**config.mk**
```make
export PLATFORM = sky130hd
export DESIGN_NAME = par_decoder
export DESIGN_NICKNAME = d
export VERILOG_FILES = /design/src/pkg/par_pkg.sv /design/src/par_decoder.sv
export SDC_FILE = /design/constraint.sdc
export NUM_CORES = 1
export LEC_CHECK = 0
export BUFFER_PORTS_ARGS = -buffer_cell sky130_fd_sc_hd__buf_2
export CORE_AREA = 2 2 159 161
export CTS_BUF_LIST = sky130_fd_sc_hd__clkbuf_16
export CTS_CLUSTER_DIAMETER = 50
export DETAILED_ROUTE_END_ITERATION = 8
export DIE_AREA = 0 0 161 163
export PLACE_DENSITY = 0.83
export SKIP_LAST_GASP = 1
export SLEW_MARGIN = 10
export SYNTH_ARGS = -nofsm -noshare
export SYNTH_HDL_FRONTEND = slang
export SYNTH_SLANG_ARGS = --single-unit
```
**constraint.sdc**
```tcl
create_clock -name core_clk -period 2.8 [get_ports core_clk]
set_input_delay 0.14 -clock core_clk [delete_from_list [all_inputs] [get_ports core_clk]]
set_output_delay 0.14 -clock core_clk [all_outputs]
set_load 0.05 [all_outputs]
```
**src/pkg/par_pkg.sv**
```systemverilog
// constants and types for the physical-address routing decoder
package par_pkg;
  localparam int unsigned PA_W          = 52;
  localparam int unsigned REG_W         = 64;
  // register indices on the register port
  localparam logic [2:0] IDX_BASE0      = 3'h0;
  localparam logic [2:0] IDX_MASK0      = 3'h1;
  localparam logic [2:0] IDX_BASE1      = 3'h2;
  localparam logic [2:0] IDX_MASK1      = 3'h3;
  localparam logic [2:0] IDX_LOW_BND    = 3'h4;
  localparam logic [2:0] IDX_HIGH_BND   = 3'h5;
  localparam logic [2:0] IDX_SYSTEM_CONFIG_REG     = 3'h6;
  localparam logic [2:0] IDX_FEATURE    = 3'h7;
  // field positions
  localparam int unsigned WR_MEM_BIT    = 3;
  localparam int unsigned RD_MEM_BIT    = 4;
  localparam int unsigned VALID_BIT     = 11;
  localparam int unsigned RANGE_LSB     = 12;
  localparam int unsigned RANGE_MSB     = 51;
  localparam int unsigned BND_LSB       = 23;
  localparam int unsigned BND_MSB       = 51;
  localparam int unsigned LOW_EN_BIT    = 20;
  localparam int unsigned HIGH_EN_BIT   = 21;
  localparam int unsigned ENC_EN_BIT    = 23;
  localparam int unsigned FEAT_ENC_BIT  = 0;
  // 4-Gbyte line as a page number at bit 23 granularity
  localparam logic [28:0] FOUR_GB_BND   = 29'h0000_0200;
  // reset values
  localparam logic [63:0] REG_RST       = 64'h0000_0000_0000_0000;
  // implementation figures: encryption bit position and reduced address size
  localparam logic [5:0]  ENC_BIT_POS   = 6'h2F;
  localparam logic [5:0]  PA_REDUCTION  = 6'h05;
  // memory type codes
  localparam logic [2:0]  MT_UC         = 3'h0;
  localparam logic [2:0]  MT_WC         = 3'h1;
  localparam logic [2:0]  MT_WT         = 3'h4;
  localparam logic [2:0]  MT_WP         = 3'h5;
  localparam logic [2:0]  MT_WB         = 3'h6;
endpackage

```
**src/par_decoder.sv**
```systemverilog
// physical-address routing decoder with range pairs, boundaries and encryption checks
// How it works
// - two I/O range pairs, base and mask, read and writable by software.
// - base bit 3 sends writes in a matching range to memory, else I/O.
// - base bit 4 sends reads in a matching range to memory, else I/O.
// - base field bits 51:12 is the upper address; low 12 bits zero.
// - mask bit 11 enables the pair; a clear pair is ignored.
// - mask field bits 51:12, low 12 bits treated as zero.
// - range routing bits combine with memory type via the permitted table.
// - UC/WC/WT/WP need both bits clear, WB both set; others flagged reserved.
// - low boundary on: below it memory, up to 4 GB I/O.
// - high boundary on: 4 GB up to it memory, above it I/O.
// - boundaries keep only bits 51:23; other bits ignored, read zero.
// - config bit 20 enables low boundary, bit 21 high boundary.
// - disabled boundaries send their accesses to I/O.
// - encrypted pages marked for the cipher on DRAM access; key never visible.
// - feature register bit 0 reports encryption, plus bit position and reduction.
// - encryption acts only while config bit 23 is set.
// - encryption attribute honoured only with address extension and paging on.
// - attribute 1 stores encrypted, 0 plain, for every page size.
// - table fetch under an encrypted entry is an encrypted fetch.
// - reduced size: nonzero reserved bits fault; checks drop the encryption bit.
// - encrypted access to I/O raises machine check.
`timescale 1ns/1ps
module par_decoder
  import par_pkg::*;
(
  input  wire logic                  core_clk,
  input  wire logic                  rst_b,
  // register port
  input  wire logic                  reg_wr,
  input  wire logic [2:0]            reg_idx,
  input  wire logic [par_pkg::REG_W-1:0] reg_wdata,
  output logic [par_pkg::REG_W-1:0]  reg_rdata,
  // access request from translation path
  input  wire logic                  acc_valid,
  input  wire logic                  acc_write,
  input  wire logic                  acc_table_fetch,
  input  wire logic                  acc_parent_enc,
  input  wire logic [par_pkg::PA_W-1:0] acc_addr,
  input  wire logic [2:0]            acc_mem_type,
  input  wire logic                  addr_extension_on,
  input  wire logic                  paging_on,
  // routing answer
  output logic                       rte_valid,
  output logic                       rte_to_memory,
  output logic                       rte_encrypted,
  output logic                       rte_page_fault,
  output logic                       rte_machine_check,
  output logic                       rte_reserved_combo
);
  import par_pkg::*;

  // keep masks for the implemented register fields
  localparam logic [63:0] BASE_KEEP = 64'h000F_FFFF_FFFF_F018;
  localparam logic [63:0] MASK_KEEP = 64'h000F_FFFF_FFFF_F800;
  // lowest reserved bit once the address shrinks by the reduction
  localparam logic [5:0]  RSVD_LSB  = 6'd48 - PA_REDUCTION;

  // range pair storage
  logic [63:0] base_q [2];
  logic [63:0] mask_q [2];

  // boundary storage, bits 51:23 only
  logic [28:0] low_bnd_q;
  logic [28:0] high_bnd_q;

  // configuration enables
  logic        low_en_q;
  logic        high_en_q;
  logic        enc_en_q;

  // range pair writes; unimplemented bits drop here so reads see zero
  always_ff @(posedge core_clk or negedge rst_b)
  begin
    if (!rst_b)
    begin
      base_q[0] <= REG_RST;
      base_q[1] <= REG_RST;
      mask_q[0] <= REG_RST;
      mask_q[1] <= REG_RST;
    end
    else if (reg_wr)
    begin
      if (reg_idx == IDX_BASE0)
        base_q[0] <= reg_wdata & BASE_KEEP;
      if (reg_idx == IDX_MASK0)
        mask_q[0] <= reg_wdata & MASK_KEEP;
      if (reg_idx == IDX_BASE1)
        base_q[1] <= reg_wdata & BASE_KEEP;
      if (reg_idx == IDX_MASK1)
        mask_q[1] <= reg_wdata & MASK_KEEP;
    end
  end

  // boundary writes; the 8-Mbyte alignment is the field itself
  always_ff @(posedge core_clk or negedge rst_b)
  begin
    if (!rst_b)
    begin
      low_bnd_q  <= '0;
      high_bnd_q <= '0;
    end
    else if (reg_wr)
    begin
      if (reg_idx == IDX_LOW_BND)
        low_bnd_q <= reg_wdata[BND_MSB:BND_LSB];
      if (reg_idx == IDX_HIGH_BND)
        high_bnd_q <= reg_wdata[BND_MSB:BND_LSB];
    end
  end

  // configuration writes; the feature word at index 7 is read only
  always_ff @(posedge core_clk or negedge rst_b)
  begin
    if (!rst_b)
    begin
      low_en_q  <= 1'b0;
      high_en_q <= 1'b0;
      enc_en_q  <= 1'b0;
    end
    else if (reg_wr && reg_idx == IDX_SYSTEM_CONFIG_REG)
    begin
      low_en_q  <= reg_wdata[LOW_EN_BIT];
      high_en_q <= reg_wdata[HIGH_EN_BIT];
      enc_en_q  <= reg_wdata[ENC_EN_BIT];
    end
  end

  // read mux, registered so the output comes from a flip-flop
  logic [63:0] rd_d;
  always_comb
  begin
    rd_d = '0;
    unique case (reg_idx)
      IDX_BASE0:
      begin
        rd_d = base_q[0];
      end
      IDX_MASK0:
      begin
        rd_d = mask_q[0];
      end
      IDX_BASE1:
      begin
        rd_d = base_q[1];
      end
      IDX_MASK1:
      begin
        rd_d = mask_q[1];
      end
      IDX_LOW_BND:
      begin
        rd_d[BND_MSB:BND_LSB] = low_bnd_q;
      end
      IDX_HIGH_BND:
      begin
        rd_d[BND_MSB:BND_LSB] = high_bnd_q;
      end
      IDX_SYSTEM_CONFIG_REG:
      begin
        rd_d[LOW_EN_BIT]  = low_en_q;
        rd_d[HIGH_EN_BIT] = high_en_q;
        rd_d[ENC_EN_BIT]  = enc_en_q;
      end
      IDX_FEATURE:
      begin
        rd_d[FEAT_ENC_BIT] = 1'b1;
        rd_d[37:32]        = ENC_BIT_POS;
        rd_d[43:38]        = PA_REDUCTION;
      end
    endcase
  end

  always_ff @(posedge core_clk or negedge rst_b)
  begin
    if (!rst_b)
      reg_rdata <= '0;
    else
      reg_rdata <= rd_d;
  end

  // encryption attribute and effective address
  logic        enc_active;
  logic        c_bit;
  logic [51:0] eff_addr;
  logic [51:0] rsvd_mask;
  logic        rsvd_hit;

  // attribute counts only when enabled and in a paged extended mode
  always_comb
  begin
    enc_active = enc_en_q && addr_extension_on && paging_on;
    // a table fetch inherits the attribute of the entry that pointed at it
    c_bit      = enc_active &&
                 (acc_table_fetch ? acc_parent_enc : acc_addr[ENC_BIT_POS]);
  end

  // reserved bits sit above the reduced size; the c-bit is not one of them
  always_comb
  begin
    rsvd_mask              = ~((52'h1 << RSVD_LSB) - 52'h1);
    rsvd_mask[ENC_BIT_POS] = 1'b0;
    rsvd_hit               = enc_active && |(acc_addr & rsvd_mask);
  end

  // range checks drop the c-bit while config bit 23 is set, even outside the paged modes
  always_comb
  begin
    eff_addr = acc_addr;
    if (enc_en_q)
      eff_addr[ENC_BIT_POS] = 1'b0;
  end

  // range pair match on bits 51:12
  wire logic [1:0] pair_hit;
  logic            rng_hit;
  logic            rng_rd;
  logic            rng_wr;

  // one comparator per pair; a pair with its valid bit clear never hits
  for (genvar g = 0; g < 2; g++)
  begin : g_pair
    assign pair_hit[g] = mask_q[g][VALID_BIT] &&
      ((eff_addr[RANGE_MSB:RANGE_LSB] & mask_q[g][RANGE_MSB:RANGE_LSB]) ==
       (base_q[g][RANGE_MSB:RANGE_LSB] & mask_q[g][RANGE_MSB:RANGE_LSB]));
  end

  // overlap is left to software; pair 0 simply has priority here
  always_comb
  begin
    rng_hit = |pair_hit;
    rng_rd  = pair_hit[0] ? base_q[0][RD_MEM_BIT] : base_q[1][RD_MEM_BIT];
    rng_wr  = pair_hit[0] ? base_q[0][WR_MEM_BIT] : base_q[1][WR_MEM_BIT];
  end

  // boundary decode; disabled boundaries fall through to I/O
  logic       below_4g;
  logic       bnd_mem;
  logic       to_mem;
  logic       combo_bad;

  // the 4-Gbyte line splits the two boundary registers
  always_comb
  begin
    below_4g = (eff_addr[51:32] == 20'h0_0000);
    if (below_4g)
      bnd_mem = low_en_q && (eff_addr[51:23] < low_bnd_q);
    else
      bnd_mem = high_en_q && (eff_addr[51:23] >= FOUR_GB_BND) &&
                (eff_addr[51:23] < high_bnd_q);
  end

  // a matching range pair overrides the boundaries
  always_comb
  begin
    to_mem = rng_hit ? (acc_write ? rng_wr : rng_rd) : bnd_mem;
  end

  // permitted pairings of routing bits and memory type
  always_comb
  begin
    combo_bad = 1'b0;
    if (rng_hit)
    begin
      unique case (acc_mem_type)
        MT_UC, MT_WC, MT_WT, MT_WP: combo_bad = rng_rd | rng_wr;
        MT_WB:                      combo_bad = ~(rng_rd & rng_wr);
        default:                    combo_bad = 1'b1;
      endcase
    end
  end

  // routing answer, one cycle after the request
  always_ff @(posedge core_clk or negedge rst_b)
  begin
    if (!rst_b)
    begin
      rte_valid          <= 1'b0;
      rte_to_memory      <= 1'b0;
      rte_reserved_combo <= 1'b0;
    end
    else
    begin
      rte_valid          <= acc_valid;
      rte_to_memory      <= acc_valid && to_mem;
      rte_reserved_combo <= acc_valid && combo_bad;
    end
  end

  // cipher flags; a reserved-bit fault wins over both cipher outcomes
  always_ff @(posedge core_clk or negedge rst_b)
  begin
    if (!rst_b)
    begin
      rte_encrypted     <= 1'b0;
      rte_page_fault    <= 1'b0;
      rte_machine_check <= 1'b0;
    end
    else
    begin
      rte_encrypted     <= acc_valid && c_bit && to_mem && !rsvd_hit;
      rte_page_fault    <= acc_valid && rsvd_hit;
      rte_machine_check <= acc_valid && c_bit && !to_mem && !rsvd_hit;
    end
  end
endmodule

```
* After elaboration in Yosys (flattened, before gate mapping)
Cells that the tools add are included. Widths: inputs -> output; s select.
Operators by class: $lt $le $gt $ge 3, equal/unequal tests 13, muxes and demuxes 17, bitwise operators 7, reduce and logical (&&, ||, !) cells 32
Operators with widths (count):
- $and 40x40->40 | 4
- $pmux 8 s6 | 2
- $pmux 12 s7 | 1
- $eq 40x40->1 | 2
- $pmux 19 s4 | 1
- $lt 29x29->1 | 2
- $ge 29x10->1 const B | 1
- $eq 3x3->1 const B | 7
- $logic_not 20->1 | 1
- $logic_and 1x1->1 | 18
- $reduce_and 2->1 | 6
- $pmux 2 s5 | 1
- $mux 1 | 9
- $reduce_or 8->1 | 1
- $pmux 1 s7 | 1
- $eq 3x1->1 const B | 2
- $eq 3x2->1 const B | 2
- $logic_not 3->1 | 2
- $pmux 1 s4 | 1
- $reduce_or 4->1 | 1
- $logic_not 1->1 | 2
- $pmux 1 s2 | 1
- $reduce_or 2->1 | 1
- $and 1x1->1 | 1
- other kinds (2) | 2
Word-level totals: flip-flop bits (word level) 285, bits of input ports 131, output and inout bits 70, logic and storage cells 88

* Depth between registers and ports, before layout
depth in word-level cells 10, gate-level depth with buffers 10, depth with buffers taken out 10

* Worst setup path before layout
Ideal clock, no wire load.
kind register to register, start reg base_q[23] in the netlist's numbering, end reg rte_machine_check, library setup time 120 ps, arrival 1862 ps, data required time 2680 ps, path slack 818 ps, stages on the path, launching flop included 9, path buffers 0, clock period less this slack 1982 ps, cell sequence dfrtp_1 > xor2_1 > a22oi_2 > nand3_1 > or4_1 > nor4_1 > a32o_2 > o211ai_2 > and3b_1
Between the ends: word-level cells in the longest chain between the ends 8
Ends and longest elaborated chain:
- from (decl) | line par_decoder.sv:61 | logic [63:0] base_q [2];
- $and 40x40->40 | line par_decoder.sv:226 | (base_q[g][RANGE_MSB:RANGE_LSB] & mask_q[g][RANGE_MSB:RANGE_LSB]));
- $eq 40x40->1 | line par_decoder.sv:225 | ((eff_addr[RANGE_MSB:RANGE_LSB] & mask_q[g][RANGE_MSB:RANGE_LSB]) ==
- $logic_and 1x1->1 | line par_decoder.sv:224 | assign pair_hit[g] = mask_q[g][VALID_BIT] &&
- $reduce_or 2->1 | line par_decoder.sv:232 | rng_hit = |pair_hit;
- $mux 1 | line par_decoder.sv:257 | to_mem = rng_hit ? (acc_write ? rng_wr : rng_rd) : bnd_mem;
- $logic_not 1->1 | line par_decoder.sv:304 | rte_machine_check <= acc_valid && c_bit && !to_mem && !rsvd_hit;
- $logic_and 1x1->1 (2 in a row) | line par_decoder.sv:304
- to (signal assigned) | line par_decoder.sv:304
- to (decl) | line par_decoder.sv:49 | output logic rte_machine_check,
No other way between the ends. A chain may end at the register's enable or synchronous reset.

* Worst setup path after layout
start reg high_bnd_q[2], end reg rte_machine_check
Between the ends: word-level cells in the longest chain between the ends 7
Ends and longest elaborated chain:
- from (decl) | line par_decoder.sv:66 | logic [28:0] high_bnd_q;
- from (signal assigned) | line par_decoder.sv:109 | high_bnd_q <= reg_wdata[BND_MSB:BND_LSB];
- $lt 29x29->1 | line par_decoder.sv:251 | (eff_addr[51:23] < high_bnd_q);
- $logic_and 1x1->1 | line par_decoder.sv:250 | bnd_mem = high_en_q && (eff_addr[51:23] >= FOUR_GB_BND) &&
- $mux 1 | line par_decoder.sv:247 | if (below_4g)
- $mux 1 | line par_decoder.sv:257
- $logic_not 1->1 | line par_decoder.sv:304
- $logic_and 1x1->1 (2 in a row) | line par_decoder.sv:304
No other way between the ends.

==> out/summary.txt <==
Status = finished clean
HPWL Detailed = 27,950 µm
Setup TNS = 0 ns
Max Cap Viol = 0
Min-delay src = acc_addr[44]
Dominant synthesized flop cell = dfrtp_1
CTS tree = done
Cell count after synthesis = 1,220
CP endpoint = rte_machine_check
Total leakage power = 7.772 nW
Post-Place Cells = 1,669
Final Slew Violations = 0
Routed wire per std cell = 23.15 µm
RSZ-0062 raised after global routing = no
Count leader, synth = dfrtp_1
Vias in the first global route = 11,492
Die Area = 26,240 µm²
Largest area contributor in the netlist = dfrtp_1
PnR worst setup slack = 0.2763 ns
Largest net degree at the start of global routing = 87
Share of power burned in registers = 42.9%
Worst-path clk slew = 0.06 ns
Worst VDD drop = 0.5506 mV
Worst Setup SP = high_bnd_q[2]
Mapped Area = 13,980 µm²
Die height = 163 µm
Crit path time final = 2.524 ns
Skew-Pair Late Insertion Delay = 0.58 ns
Syn avg cell area = 11.46 µm²
Pwr Density = 773.7 nW/µm²
Sequential share of the synthesized area = 49.60%
Fin nets = 1,609
Critical path required time = 3.32 ns
Net Sw Frac = 33.10%
Max-slew headroom = 54.50%
DP Worst Slack = 0.3900 ns
Global-route wire length before repair = 63,870 µm
IO Port Bufs = 147
DRC viols = 0
Initial drt markers = 1,113
M3 GR Usage = 6.162%
Type of origin of the critical path = flop
FP Rows = 58
Synth top area share = 49.60%
Clk_skew = 0.02447 ns
Met2 Usage GRT = 51.42%
Layout area overhead = 19.20%
Routing usage on met1 = 40.04%
Reg2reg path depth = 10
Worst-Margin Slew = 0.6825 ns
Critical path peak fanout = 3
R2r setup slk = 0.28 ns
Clock network power share = 31.9%
FFs w/ async S/R, synth = 100.0%
Gr busiest metal = met2
R2R Path Start = high_bnd_q[2]
Tcrit/Tclk final = 90.13%
F_max = 396.2 MHz
Root Buffer = clkbuf_16
NetSw = 4.266 mW
H-tree depth = 1
Clk sink count = 277
Gr usage total = 31.45%
GP Congestion = 0.9619
Yosys cell types = 54
Area contributors post-synth = dfrtp_1, mux2_2, a22oi_1, ha_1, xor2_1
Chip Width = 161 µm
Worst path arrival time = 3.04 ns
Core area = 24,670 µm²
Yosys warns = 0
Hold crit path type = in -> reg
Final Non-Filler Cells = 1,776
Via density = 6.220
Post-synthesis register bit count = 277
Top post-synthesis cells by count = dfrtp_1, mux2_2, a22oi_1
Int Pwr = 8.624 mW
First-pass detailed-route iteration total = 5
CTS buffer count = 31
EDFF count, synth = 0
Final ANT Viol Nets = 0
Initial Util = 56.64%
Vias = 11,046
Max Buffers Root-to-Sink = 3
Crit path kind = reg -> reg
Hold Fails Final Rpt = 0
Critical R2R Capture = rte_machine_check
Layout cells sized above 1 = 30.10%
Logic pwr share = 25.2%
GRT overflow = 0
# IOs = 201
CP endpoint kind = flop
Setup bufs post-CTS = 0
Initial antenna violation count = 2
Setup-failing EPs final = 0
DRT Wirelength = 41,110 µm
[stage by stage]
step | utilization, % | cell area [µm²] | hold WS [ns] | power (mW)
finish | 67.52 | 16660 | 0.01595 | 12.89
global route | 67.52 | 16660 | 0.01754 | 13.42
CTS | 67.51 | 16660 | 0.002694 | 12.85
detailed placement | 61.30 | 15120 | 0.1802 | 8.666
global placement | 61.30 | 15120 | 0.1731 | 8.508
floorplan | - | 14050 | -0.1556 | 7.535
[routing by layer]
metal  vias to the layer above  part of all wire [%]  routed length, µm
li1                       4766                     -                  -
met3                       164                   9.1               3730
met2                       622                    48              19650
met1                      5494                    38              15560
met4                         0                   5.3               2170
met5                         -                     0                  0
[power by group through the flow]
stage	Sequential (mW)	Clock [mW]	Combinational, mW
6_report	5.53	4.11	3.25
5_1_grt	5.62	4.30	3.50
4_1_cts	5.50	4.15	3.20
3_5_place_dp	5.56	0	3.11
3_3_place_gp	5.49	0	3.02
2_1_floorplan	5.75	0	1.79
[what timing repair did]
action | 4_1_cts | 5_1_grt
hold endpoints to repair | 312 | 0
setup endpoints to repair | 0 | 0
hold buffers | 50 | 0
gates resized for setup | 0 | 0
[flip-flops by register name, summed over array words and instances (netlist names)]
| name | cells |
|---|---|
| base_q | 84 |
| enc_en_q | 1 |
| high_bnd_q | 29 |
| high_en_q | 1 |
| low_bnd_q | 29 |
| low_en_q | 1 |
| mask_q | 82 |
| reg_rdata | 44 |
| rte_encrypted | 1 |
| rte_machine_check | 1 |
| rte_page_fault | 1 |
| rte_reserved_combo | 1 |
| rte_to_memory | 1 |
| rte_valid | 1 |
[cell type report]
type	count	area (µm²)
multi-input cells	829	6548
diodes	1	2.502
repair buffers	224	1511
clock buffers	31	775.7
well taps	330	412.9
fillers	1739	8014
flip-flops and latches	277	6932
clock inverters	25	256.5
inverters	59	221.5
[worst min-delay path by stage]
stage                           to  cells after the start
finish              rte_page_fault                      3
floorplan              base_q[100]                      0
detailed placement     base_q[101]                      1
global placement     reg_rdata[37]                      1
global route        rte_page_fault                      3
CTS                 rte_page_fault                      3
[layout by cell type (no fill, tap or decap), types with 9 or more instances in the layout]
cell           synthesis  final
ha_1                  56     56
clkbuf_16              0     31
nor2_1                20     20
mux2_2               200    200
buf_4                 20     22
a22oi_1              112    112
mux2i_1                9      9
nand2_1              107    106
o21ai_0               47     47
nand4_1               21     21
dfrtp_1              277    277
a21oi_1               33     33
buf_2                 16    146
xor2_1                79     79
nand3_1               38     38
inv_1                 59     65
dlygate4sd3_1          0     50
conb_1                 1     20
[cells by family after synthesis]
kind of cell,count (synthesis),share of synthesized area (%)
flip-flops,277,49.60
AND/OR/NAND/NOR,235,8.192
AO/OA/AOI/OAI,228,10.98
multiplexers,210,16.92
buffers and inverters,133,4.252
XOR/XNOR,80,5.013
adder cells (fa/ha/maj),56,5.013
other,1,0.02683
[worst max-delay path, cell delays in order, from the launching register on]
cell	delay [ns]
dfrtp_1	0.37
inv_1	0.06
ha_1	0.29
nand2_1	0.05
o21ai_0	0.30
a41oi_1	0.23
a21oi_1	0.30
nor2_1	0.13
o31a_1	0.32
o211ai_2	0.23
and3b_1	0.18
No activity file was read; power rests on OpenSTA's default activity.
